===== src/hibc_consts.svh =====
// register offsets, field positions, reset values and timing counts of the hibernation control block
`ifndef HIBC_CONSTS_SVH
`define HIBC_CONSTS_SVH

// ==============================
// register byte offsets
`define HIBC_OFS_COUNT      6'h00
`define HIBC_OFS_MATCH0     6'h04
`define HIBC_OFS_MATCH1     6'h08
`define HIBC_OFS_LOAD       6'h0C
`define HIBC_OFS_CTRL       6'h10
`define HIBC_OFS_IMASK      6'h14
`define HIBC_OFS_ISTAT      6'h18
`define HIBC_OFS_STATE      6'h1C

// ==============================
// control field positions
`define HIBC_CTL_RUN        0
`define HIBC_CTL_SLEEP      1
`define HIBC_CTL_CLKSRC     2
`define HIBC_CTL_MATCHWK    3
`define HIBC_CTL_PINWK      4
`define HIBC_CTL_LOWBAT     5
`define HIBC_CTL_WIDTH      6

// ==============================
// event bit positions in status and mask
`define HIBC_EV_MATCH0      0
`define HIBC_EV_MATCH1      1
`define HIBC_EV_LOWBAT      2
`define HIBC_EV_PIN         3
`define HIBC_EV_WIDTH       4

// ==============================
// reset values
`define HIBC_MATCH_RST      32'hFFFFFFFF
`define HIBC_LOAD_RST       32'hFFFFFFFF
`define HIBC_CTRL_RST       6'h00

// ==============================
// slow clock timing: 32768 module clock ticks make one second
`define HIBC_PRESCALE       7'h7F
`define HIBC_TICKS_PER_SEC  15'h7FFF

`endif


===== src/hibc_pkg.sv =====
// types shared by the hibernation control block
package hibc_pkg;
	typedef enum logic [1:0] {
		HIBC_AWAKE,
		HIBC_ENTERING,
		HIBC_ASLEEP
	} hibc_pwr_t;
endpackage


===== src/hibc_tick_div.sv =====
// slow clock prescaler: divides a tick enable by a programmable terminal count
`timescale 1ns/1ps
module hibc_tick_div #(
	parameter int W = 7
) (
	input  wire logic         core_clk, // system clock
	input  wire logic         resetn,   // synchronous reset, active low
	input  wire logic         in_tick,  // input enable pulse
	input  wire logic [W-1:0] term,     // terminal count, divides by term+1
	input  wire logic         bypass,   // pass input straight through
	output logic              out_tick  // output enable pulse, registered
);
	logic [W-1:0] cnt_r;

	// count input ticks, wrap at the terminal value
	always_ff @(posedge core_clk) begin
		if (!resetn) begin
			cnt_r <= '0;
		end else if (in_tick) begin
			cnt_r <= (cnt_r == term) ? '0 : cnt_r + 1'b1;
		end
	end

	// emit one pulse per wrap, or every tick when bypassed
	always_ff @(posedge core_clk) begin
		if (!resetn) begin
			out_tick <= 1'b0;
		end else begin
			out_tick <= in_tick & (bypass | (cnt_r == term));
		end
	end
endmodule


===== src/hibc_ctrl.sv =====
// hibernation control: control register, real-time counter, match wake-up and wishbone slave
// Notes on behaviour
// - low battery enable on: flag when backup supply below threshold; off: no detection
// - pin wake-up enable on: pin event restores power; off: pin events ignored
// - match wake-up enable on: counter equal to either match restores power
// - clock source select 0 divides slow clock by 128; 1 uses it raw
// - writing sleep request starts hibernation; hardware clears it after wake-up
// - two 32-bit match registers compared to counter give match events
`timescale 1ns/1ps
`include "hibc_consts.svh"
module hibc_ctrl #(
	parameter int AW = 6,  // wishbone address width
	parameter int VW = 8   // supply level comparison width
) (
	input  wire logic          core_clk,       // 125 MHz system clock
	input  wire logic          resetn,         // synchronous reset, active low
	input  wire logic [AW-1:0] wb_adr_i,       // byte address
	input  wire logic [31:0]   wb_dat_i,       // write data
	input  wire logic [3:0]    wb_sel_i,       // byte enables
	input  wire logic          wb_we_i,        // write enable
	input  wire logic          wb_cyc_i,       // cycle valid
	input  wire logic          wb_stb_i,       // strobe
	output logic [31:0]        wb_dat_o,       // read data
	output logic               wb_ack_o,       // acknowledge
	input  wire logic          slow_tick,      // one-cycle pulse per slow clock edge
	input  wire logic          wake_pin_n,     // external wake pin, active low
	input  wire logic [VW-1:0] backup_supply_level,     // measured backup supply
	input  wire logic [VW-1:0] backup_supply_threshold, // low-battery threshold
	output logic               power_cut,      // high while the chip is unpowered
	output logic               low_battery,    // low battery condition
	output logic               irq             // level interrupt
);
	import hibc_pkg::*;

	// ==============================
	// state
	logic [`HIBC_CTL_WIDTH-1:0] ctrl_r;
	logic [31:0]                count_r;
	logic [31:0]                alarm_match_zero;
	logic [31:0]                alarm_match_one;
	logic [31:0]                load_r;
	logic [`HIBC_EV_WIDTH-1:0]  istat_r;
	logic [`HIBC_EV_WIDTH-1:0]  imask_r;
	logic [14:0]                sec_cnt_r;
	logic                       pin_d_r;
	logic                       mod_tick;
	logic                       sec_tick_r;
	logic                       match0_hit;
	logic                       match1_hit;
	logic                       lowbat_now;
	logic                       pin_event;
	logic                       wake_event;
	logic                       acc;
	logic                       wr;
	logic                       rd;
	logic [31:0]                wmask;
	logic [31:0]                rdata;
	hibc_pwr_t                  pwr_r;

	wire counter_run_enable             = ctrl_r[`HIBC_CTL_RUN];
	wire sleep_entry_request            = ctrl_r[`HIBC_CTL_SLEEP];
	wire slow_clock_source_select       = ctrl_r[`HIBC_CTL_CLKSRC];
	wire counter_match_wakeup_enable    = ctrl_r[`HIBC_CTL_MATCHWK];
	wire external_pin_wakeup_enable     = ctrl_r[`HIBC_CTL_PINWK];
	wire low_battery_monitor_enable     = ctrl_r[`HIBC_CTL_LOWBAT];

	// ==============================
	// bus decode
	assign acc = wb_cyc_i & wb_stb_i & ~wb_ack_o;
	assign wr  = acc & wb_we_i;
	assign rd  = acc & ~wb_we_i;
	assign wmask = {{8{wb_sel_i[3]}}, {8{wb_sel_i[2]}}, {8{wb_sel_i[1]}}, {8{wb_sel_i[0]}}};

	// ==============================
	// module clock: slow tick divided by 128 or raw
	hibc_tick_div #(
		.W (7)
	) u_prescale (
		.core_clk (core_clk),
		.resetn   (resetn),
		.in_tick  (slow_tick),
		.term     (`HIBC_PRESCALE),
		.bypass   (slow_clock_source_select),
		.out_tick (mod_tick)
	);

	// second tick from the module clock
	always_ff @(posedge core_clk) begin
		if (!resetn) begin
			sec_cnt_r  <= '0;
			sec_tick_r <= 1'b0;
		end else begin
			sec_tick_r <= 1'b0;
			if (mod_tick) begin
				sec_cnt_r  <= (sec_cnt_r == `HIBC_TICKS_PER_SEC) ? '0 : sec_cnt_r + 1'b1;
				sec_tick_r <= (sec_cnt_r == `HIBC_TICKS_PER_SEC);
			end
		end
	end

	// ==============================
	// event detection
	assign match0_hit = (count_r == alarm_match_zero);
	assign match1_hit = (count_r == alarm_match_one);
	assign lowbat_now = low_battery_monitor_enable &
		(backup_supply_level < backup_supply_threshold);
	assign pin_event  = pin_d_r & ~wake_pin_n;
	assign wake_event = (pin_event & external_pin_wakeup_enable) |
		((match0_hit | match1_hit) & counter_match_wakeup_enable);

	// pin falling edge detector
	always_ff @(posedge core_clk) begin
		if (!resetn) begin
			pin_d_r <= 1'b1;
		end else begin
			pin_d_r <= wake_pin_n;
		end
	end

	// low battery output
	always_ff @(posedge core_clk) begin
		if (!resetn) begin
			low_battery <= 1'b0;
		end else begin
			low_battery <= lowbat_now;
		end
	end

	// ==============================
	// real-time counter: load on write, advance on second tick
	always_ff @(posedge core_clk) begin
		if (!resetn) begin
			count_r <= '0;
		end else if (wr && wb_adr_i == `HIBC_OFS_LOAD) begin
			count_r <= (load_r & ~wmask) | (wb_dat_i & wmask);
		end else if (sec_tick_r && counter_run_enable) begin
			count_r <= count_r + 32'h00000001;
		end
	end

	// match and load registers
	always_ff @(posedge core_clk) begin
		if (!resetn) begin
			alarm_match_zero <= `HIBC_MATCH_RST;
			alarm_match_one  <= `HIBC_MATCH_RST;
			load_r           <= `HIBC_LOAD_RST;
		end else if (wr) begin
			if (wb_adr_i == `HIBC_OFS_MATCH0) begin
				alarm_match_zero <= (alarm_match_zero & ~wmask) | (wb_dat_i & wmask);
			end else if (wb_adr_i == `HIBC_OFS_MATCH1) begin
				alarm_match_one <= (alarm_match_one & ~wmask) | (wb_dat_i & wmask);
			end else if (wb_adr_i == `HIBC_OFS_LOAD) begin
				load_r <= (load_r & ~wmask) | (wb_dat_i & wmask);
			end
		end
	end

	// ==============================
	// control register; hardware clear of the sleep request wins over a write
	always_ff @(posedge core_clk) begin
		if (!resetn) begin
			ctrl_r <= `HIBC_CTRL_RST;
		end else begin
			if (wr && wb_adr_i == `HIBC_OFS_CTRL && wb_sel_i[0]) begin
				ctrl_r <= wb_dat_i[`HIBC_CTL_WIDTH-1:0];
			end
			if (pwr_r == HIBC_ASLEEP && wake_event) begin
				ctrl_r[`HIBC_CTL_SLEEP] <= 1'b0;
			end
		end
	end

	// power sequencer
	always_ff @(posedge core_clk) begin
		if (!resetn) begin
			pwr_r     <= HIBC_AWAKE;
			power_cut <= 1'b0;
		end else begin
			case (pwr_r)
				HIBC_AWAKE: begin
					if (sleep_entry_request) begin
						pwr_r <= HIBC_ENTERING;
					end
				end
				HIBC_ENTERING: begin
					pwr_r     <= HIBC_ASLEEP;
					power_cut <= 1'b1;
				end
				HIBC_ASLEEP: begin
					if (wake_event) begin
						pwr_r     <= HIBC_AWAKE;
						power_cut <= 1'b0;
					end
				end
				default: begin
					pwr_r <= HIBC_AWAKE;
				end
			endcase
		end
	end

	// ==============================
	// interrupts: sticky status, set wins over clear-on-read
	always_ff @(posedge core_clk) begin
		if (!resetn) begin
			istat_r <= '0;
			imask_r <= '0;
		end else begin
			if (rd && wb_adr_i == `HIBC_OFS_ISTAT) begin
				istat_r <= '0;
			end
			if (match0_hit) begin
				istat_r[`HIBC_EV_MATCH0] <= 1'b1;
			end
			if (match1_hit) begin
				istat_r[`HIBC_EV_MATCH1] <= 1'b1;
			end
			if (lowbat_now) begin
				istat_r[`HIBC_EV_LOWBAT] <= 1'b1;
			end
			if (pin_event & external_pin_wakeup_enable) begin
				istat_r[`HIBC_EV_PIN] <= 1'b1;
			end
			if (wr && wb_adr_i == `HIBC_OFS_IMASK && wb_sel_i[0]) begin
				imask_r <= wb_dat_i[`HIBC_EV_WIDTH-1:0];
			end
		end
	end

	always_ff @(posedge core_clk) begin
		if (!resetn) begin
			irq <= 1'b0;
		end else begin
			irq <= |(istat_r & imask_r);
		end
	end

	// ==============================
	// read mux
	always_comb begin
		rdata = 32'h00000000;
		if (wb_adr_i == `HIBC_OFS_COUNT) begin
			rdata = count_r;
		end else if (wb_adr_i == `HIBC_OFS_MATCH0) begin
			rdata = alarm_match_zero;
		end else if (wb_adr_i == `HIBC_OFS_MATCH1) begin
			rdata = alarm_match_one;
		end else if (wb_adr_i == `HIBC_OFS_LOAD) begin
			rdata = load_r;
		end else if (wb_adr_i == `HIBC_OFS_CTRL) begin
			rdata[`HIBC_CTL_WIDTH-1:0] = ctrl_r;
		end else if (wb_adr_i == `HIBC_OFS_IMASK) begin
			rdata[`HIBC_EV_WIDTH-1:0] = imask_r;
		end else if (wb_adr_i == `HIBC_OFS_ISTAT) begin
			rdata[`HIBC_EV_WIDTH-1:0] = istat_r;
		end else if (wb_adr_i == `HIBC_OFS_STATE) begin
			rdata[1:0] = pwr_r;
		end
	end

	// ack one cycle after the strobe, unmapped reads return zero
	always_ff @(posedge core_clk) begin
		if (!resetn) begin
			wb_ack_o <= 1'b0;
			wb_dat_o <= '0;
		end else begin
			wb_ack_o <= acc;
			wb_dat_o <= rd ? rdata : 32'h00000000;
		end
	end
endmodule


===== config.mk =====
export PLATFORM = sky130hd
export DESIGN_NAME = hibc_ctrl
export DESIGN_NICKNAME = d
export VERILOG_FILES = /design/src/hibc_pkg.sv /design/src/hibc_tick_div.sv /design/src/hibc_ctrl.sv
export VERILOG_INCLUDE_DIRS = /design/src
export SDC_FILE = /design/constraint.sdc
export NUM_CORES = 1
export LEC_CHECK = 0
export ABC_AREA = 1
export BUFFER_PORTS_ARGS = -buffer_cell sky130_fd_sc_hd__clkbuf_2
export CORE_MARGIN = 1.5
export CORE_UTILIZATION = 50
export DETAILED_ROUTE_END_ITERATION = 7
export PLACE_DENSITY = 0.69
export SLEW_MARGIN = 15
export SYNTH_ARGS = -nofsm -noshare
export SYNTH_HDL_FRONTEND = slang
export SYNTH_SLANG_ARGS = --single-unit

===== constraint.sdc =====
create_clock -name core_clk -period 2.4 [get_ports core_clk]
set_clock_uncertainty 0.2 [all_clocks]
set_input_delay 0 -clock core_clk [delete_from_list [all_inputs] [get_ports core_clk]]
set_output_delay 0 -clock core_clk [all_outputs]
set_load 0.02 [all_outputs]

* After elaboration in Yosys (flattened, before gate mapping)
Index checks and enable logic that the tools add are counted.
Storage, ports and cells: register bits after elaboration 205, input port bits 65, output and inout port bits 36, word-level logic and storage cells 118
Cells by class: add/subtract/negate cells 3, $lt $le $gt $ge 1, eq/ne operators 15, multiplexer cells 25, bitwise logic cells 27, reduce and logical (&&, ||, !) cells 25
Operator list (number):
- 32-bit 2-to-1 mux | 5
- 32-bit AND | 4
- 32-bit OR | 3
- 32-bit equality test | 2
- 32-bit by 1-bit adder with 32-bit output (second input constant) | 1
- 32-bit inverter | 1
- 26-bit 2-to-1 mux | 1
- 6-bit by 5-bit equality test with 1-bit output (second input constant) | 4
- 15-bit by 1-bit adder with 15-bit output (second input constant) | 1
- 15-bit equality test (second input constant) | 1
- 15-bit 2-to-1 mux | 1
- 6-bit by 4-bit equality test with 1-bit output (second input constant) | 2
- 2-bit 2-to-1 mux | 6
- 4-bit 2-to-1 mux | 3
- 2-bit nonzero test | 6
- 2-bit AND reduction | 5
- 1-bit AND | 9
- 1-bit logical AND | 8
- 8-bit < comparator | 1
- 7-bit by 1-bit adder with 7-bit output (second input constant) | 1
- 7-bit equality test (second input constant) | 1
- 7-bit 2-to-1 mux | 1
- 6-bit by 3-bit equality test with 1-bit output (second input constant) | 1
- 6-bit logical NOT | 1
- other kinds (15) | 27

* Depth between registers and ports, before layout
depth in word-level cells 9, depth in mapped cells 15, depth with buffers taken out 14

* Modules after synthesis
A second synthesis with hierarchy kept.
Second synthesis, totals: cell total of the unflattened synthesis 1485, area, all modules 10795.4 um^2
By module, submodules not included:
- hibc_ctrl | times used 1, cells each 1423, area each 10327.4 um^2, seq. area each 3943.8 um^2
- hibc_tick_div | times used 1, cells each 62, area each 467.9 um^2, seq. area each 160.2 um^2

* Least setup slack after synthesis
Ideal clock, no wire load.
path type register -> register, start point register count_r[0], end point register count_r[26], setup time 0.114 ns, arrival 1.736 ns, data required time 2.086 ns, setup slack 0.350 ns, cell stages (with the launch flop) 15, buffers on the path 0, period minus slack after synthesis 2.050 ns, cells stage by stage dfxtp_1 ha_1 nand3_4 nor2_4 nand2_2 nor2_4 nand2_2 nor2_4 nand2_2 nor2_4 nand2_1 nand2_1 nand2_1 a21oi_1 nor2_1
On the way: word-level cells in the longest chain between the ends 3
RTL lines:
- start: declaration | RTL line hibc_ctrl.sv:38 | logic [31:0] count_r;
- start signal: assignment | RTL line hibc_ctrl.sv:135 | count_r <= (load_r & ~wmask) | (wb_dat_i & wmask);
- start signal: assignment | RTL line hibc_ctrl.sv:137 | count_r <= count_r + 32'h00000001;
- 32-bit by 1-bit adder with 32-bit output | RTL line hibc_ctrl.sv:137
- 32-bit 2-to-1 mux | RTL line hibc_ctrl.sv:136 | end else if (sec_tick_r && counter_run_enable) begin
- 32-bit 2-to-1 mux | RTL line hibc_ctrl.sv:134 | end else if (wr && wb_adr_i == `HIBC_OFS_LOAD) begin
Every way passes these cells. The select of a mux whose other input is x is not followed. A chain may end at the register's enable or synchronous reset.

==> results.txt <==
The via count of the first global-routing pass came to 9445. The finished cells cover 0.0125 mm^2. The share of power burned in combinational logic came out at 0.053. The count of warnings emitted by yosys is 0. The worst setup path is launched from a register. In the global route stage, overall resource usage came out at 0.271.

The number of max-cap violations came out at 0. For this design the top-level I/O count stands at 101. The share of flip-flops with an asynchronous set or reset after synthesis is 0. The total leakage power is 5.43 nW. Clock tree synthesis selected as its root buffer the cell sky130_fd_sc_hd__clkbuf_16.

The maximum number of buffers from clock root to sink came out at 3. The initial utilization of the core area, before any placement, comes to 0.513. The area of the core is 0.0203 mm^2. Buffers inserted during clock tree synthesis total 23.

Summing every instance area after synthesis gives 0.0104 mm^2. The worst-case setup slack after placement came out at 0.298 ns. Using the TritonRoute via totals, the vias-per-cell ratio works out to 5.34.

The shortest period the worst path allows came out at 2.28 ns. In the final layout, the share of cells above drive strength 1 is 0.132. The flip-flop cell with the highest count after synthesis is sky130_fd_sc_hd__dfxtp_1. The worst slew margin relative to its limit came out at 0.516. For flop-to-flop paths, the worst setup slack is 0.12 ns. After legalization and detailed placement, the total HPWL measured 20100 um. The die outline height is 147 um. The number of antenna violations at the first check in global routing is 1. The number of vias after detailed routing is 9941. The share of the Yosys chip area taken by registers is 0.394. The number of flops mapped to enable cells by yosys came out at 0. The number of cell instances on the worst register-to-register path is 8.

The number of setup violations in the final report is 0. By instance count, the leading cell after synthesis is sky130_fd_sc_hd__nand2_1. The worst setup path is of the register to register kind. The data required time of the critical path came out at 2.64 ns. Measured on the finished design, the core utilization comes to 0.616. Setup repair after global routing left no endpoint under its margin. The cell taking the most area after synthesis is sky130_fd_sc_hd__dfxtp_1. The floorplan step defined a die boundary enclosing 0.0217 mm^2.

The number of synthesized register bits came out at 205. Grouping stages by cell kind, the critical path spends the most delay in buffers and inverters. TritonCTS built the clock tree. The commonest cells after synthesis are sky130_fd_sc_hd__nand2_1 (379), sky130_fd_sc_hd__dfxtp_1 (205), sky130_fd_sc_hd__inv_1 (156). The post-synthesis area per instance is 7.28 um^2.

The number of DRC violations after detailed-routing iteration 0 came out at 764. The number of distinct library cell variants in the gate-level netlist after synthesis is 48. Based on the critical path, the design can be clocked at up to 438 MHz. The row count is 52. The overall die width is 147 um.

The pin slew with the least headroom to its limit came out at 0.725 ns. The power density over the cells is 576 mW/mm^2. The arrival time reported for the critical path endpoint is 2.52 ns.

The peak supply drop is 0.529 mV. The final total negative setup slack is 0 ns. The startpoint identified for the worst hold timing path is wb_adr_i[4].

The post-synthesis to final-layout area growth came out at 20.1%. In this run the worst hold path is classified as primary input to register. The count of pins over their slew limit is 0. After detailed placement, the total cell area comes to 0.0111 mm^2. The number of nets in the layout is 1653. The maximum net fanout on the critical path is 7.

The final count of hold timing violations came out at 0. The critical path starts at wb_ack_o$_SDFF_PN0_. The run finished with clean final reports.

The number of sinks driven by the clock tree is 205. The largest net degree at the start of global routing came out at 62. The length of the first detailed-routing pass in iterations is 5.

Traced cell by cell, the critical path runs through nor2_1, nand2_2, nor2_1, inv_1, nor2_1, a21oi_1, dlygate4sd3_1, o21ai_0. The path with the worst hold slack has its endpoint at wb_dat_o[1]$_SDFF_PN0_. For this design the total switching power over the nets is 1.62 mW.

The worst register-to-register path begins at wb_ack_o$_SDFF_PN0_. The post-route fraction of the period consumed by the critical path is 0.951. Synthesis produced a netlist whose cell count is 1430. The worst hold path was traced through 6 stages.

In this run the remaining antenna-violating nets after routing total 0. The worst setup slack after layout is 0.119 ns. After detailed routing, the number of remaining DRC violations is 0.

The number of buffer and inverter instances along the worst setup path came out at 2. The clock share of power is 0.472. Buffers placed on the I/O ports in this run total 100.

The final routed wirelength across all metal layers came out at 29300 um. The final weighted congestion of routability-driven global placement came out at 0.883. Of the total power, registers draw 0.475. The number of H-tree levels is 1.

Clock-pin slew was measured on the worst setup and hold paths at 0.06 ns. The global-route wire length before repair is 47800 um. The internal power of the cells came out at 5.58 mW.

The library cell appearing most often on the critical path is sky130_fd_sc_hd__nor2_1. The switching portion of total power came out at 0.224. The remaining global-route overflow came out at 0.

The number of nets produced by synthesis came out at 1505. For this design, the slowest cell found on the critical path is sky130_fd_sc_hd__dlygate4sd3_1. On the worst path, the slowest cell contributes a delay of 0.59 ns. Final hold analysis gives a worst-case slack of 0.0519 ns. The share of synthesized area in the top cell type comes to 0.394.

Yosys attributes the largest share of cell area to sky130_fd_sc_hd__dfxtp_1 (39%), sky130_fd_sc_hd__nand2_1 (14%), sky130_fd_sc_hd__o211ai_1 (7.1%). The mean routed wirelength per cell came out at 15.7 um. The type of destination of the critical path is a register. For the worst-skew pair, the clock arrives at the later sink with an insertion delay of 0.51 ns.
[power by group through the flow]
stage / Clock, mW / Combinational, mW / Sequential (mW)
2_1_floorplan: 0 / 0.160 / 3.50
3_3_place_gp: 0 / 0.280 / 3.50
3_5_place_dp: 0 / 0.282 / 3.50
4_1_cts: 3.46 / 0.367 / 3.42
5_1_grt: 3.60 / 0.416 / 3.42
6_report: 3.40 / 0.379 / 3.42
[layout by cell type, fill, tap and decap left out, types with 17 or more instances in the layout]
master / instances
sky130_fd_sc_hd__a41oi_1: 17
sky130_fd_sc_hd__a21oi_1: 71
sky130_fd_sc_hd__nor3_1: 21
sky130_fd_sc_hd__xnor2_1: 56
sky130_fd_sc_hd__xor2_1: 25
sky130_fd_sc_hd__clkbuf_2: 99
sky130_fd_sc_hd__o21ai_0: 64
sky130_fd_sc_hd__nand2_1: 378
sky130_fd_sc_hd__inv_1: 156
sky130_fd_sc_hd__nand3_1: 25
sky130_fd_sc_hd__a31oi_1: 21
sky130_fd_sc_hd__dlygate4sd3_1: 63
sky130_fd_sc_hd__o211ai_1: 99
sky130_fd_sc_hd__clkbuf_16: 23
sky130_fd_sc_hd__dfxtp_1: 205
sky130_fd_sc_hd__nor2_1: 110
sky130_fd_sc_hd__buf_4: 41
[per-layer routing]
metal  up-vias  share of wire  global-route usage
met1      4525           0.46               0.374
li1       5023              -                   -
met3        55          0.064              0.0382
met2       338           0.45               0.438
met4         0          0.026              0.0885
met5         -              0                   0
[repair_timing]
| item | 4_1_cts | 5_1_grt |
|---|---|---|
| gates resized for setup | 0 | 2 |
| setup endpoints to repair | 0 | 27 |
| hold endpoints to repair | 179 | 4 |
| setup buffers | 0 | 1 |
| hold buffers | 63 | 1 |
[worst reg2reg max path: cells and delay by family (launching register included)]
| family | cells | cell delay, ns |
|---|---|---|
| flip-flops | 1 | 0.32 |
| AO/OA/AOI/OAI | 2 | 0.16 |
| buffers and inverters | 2 | 0.80 |
| AND/OR/NAND/NOR | 4 | 0.73 |
[kinds of logic after synthesis]
kind of cell	Yosys count	synth area share
AO/OA/AOI/OAI	308	0.192
buffers and inverters	243	0.0991
AND/OR/NAND/NOR	583	0.234
XOR/XNOR	81	0.0682
flip-flops	205	0.394
adder cells (fa/ha/maj)	10	0.0120
[worst max path at each step]
| stage | endpoint | cells after the start | slack (ns) |
|---|---|---|---|
| final | register | 8 | 0.12 |
| after global routing | register | 8 | 0.04 |
| after detailed placement | count_r[26]$_SDFFE_PN0P_ | 14 | 0.30 |
| after global placement | count_r[26]$_SDFFE_PN0P_ | 14 | 0.32 |
| after floorplan | count_r[26]$_SDFFE_PN0P_ | 14 | 0.35 |
| after CTS | register | 13 | 0.03 |
[per-stage QoR]
stage,std cells,total power [mW]
2_1_floorplan,1430,3.66
3_3_place_gp,1759,3.78
3_5_place_dp,1759,3.78
4_1_cts,1860,7.25
5_1_grt,1861,7.44
6_report,1862,7.20
[cell type report]
cell class                 count  area [um^2]
clock inverter                 6         57.6
timing repair buffer         203         1430
inverter                     163          612
sequential                   205         4100
fill                        1866         7800
tap                          270          338
antenna                        1         2.50
multi-input combinational    982         5290
clock buffer                  32          659
No activity file was read; power rests on OpenSTA's default activity.
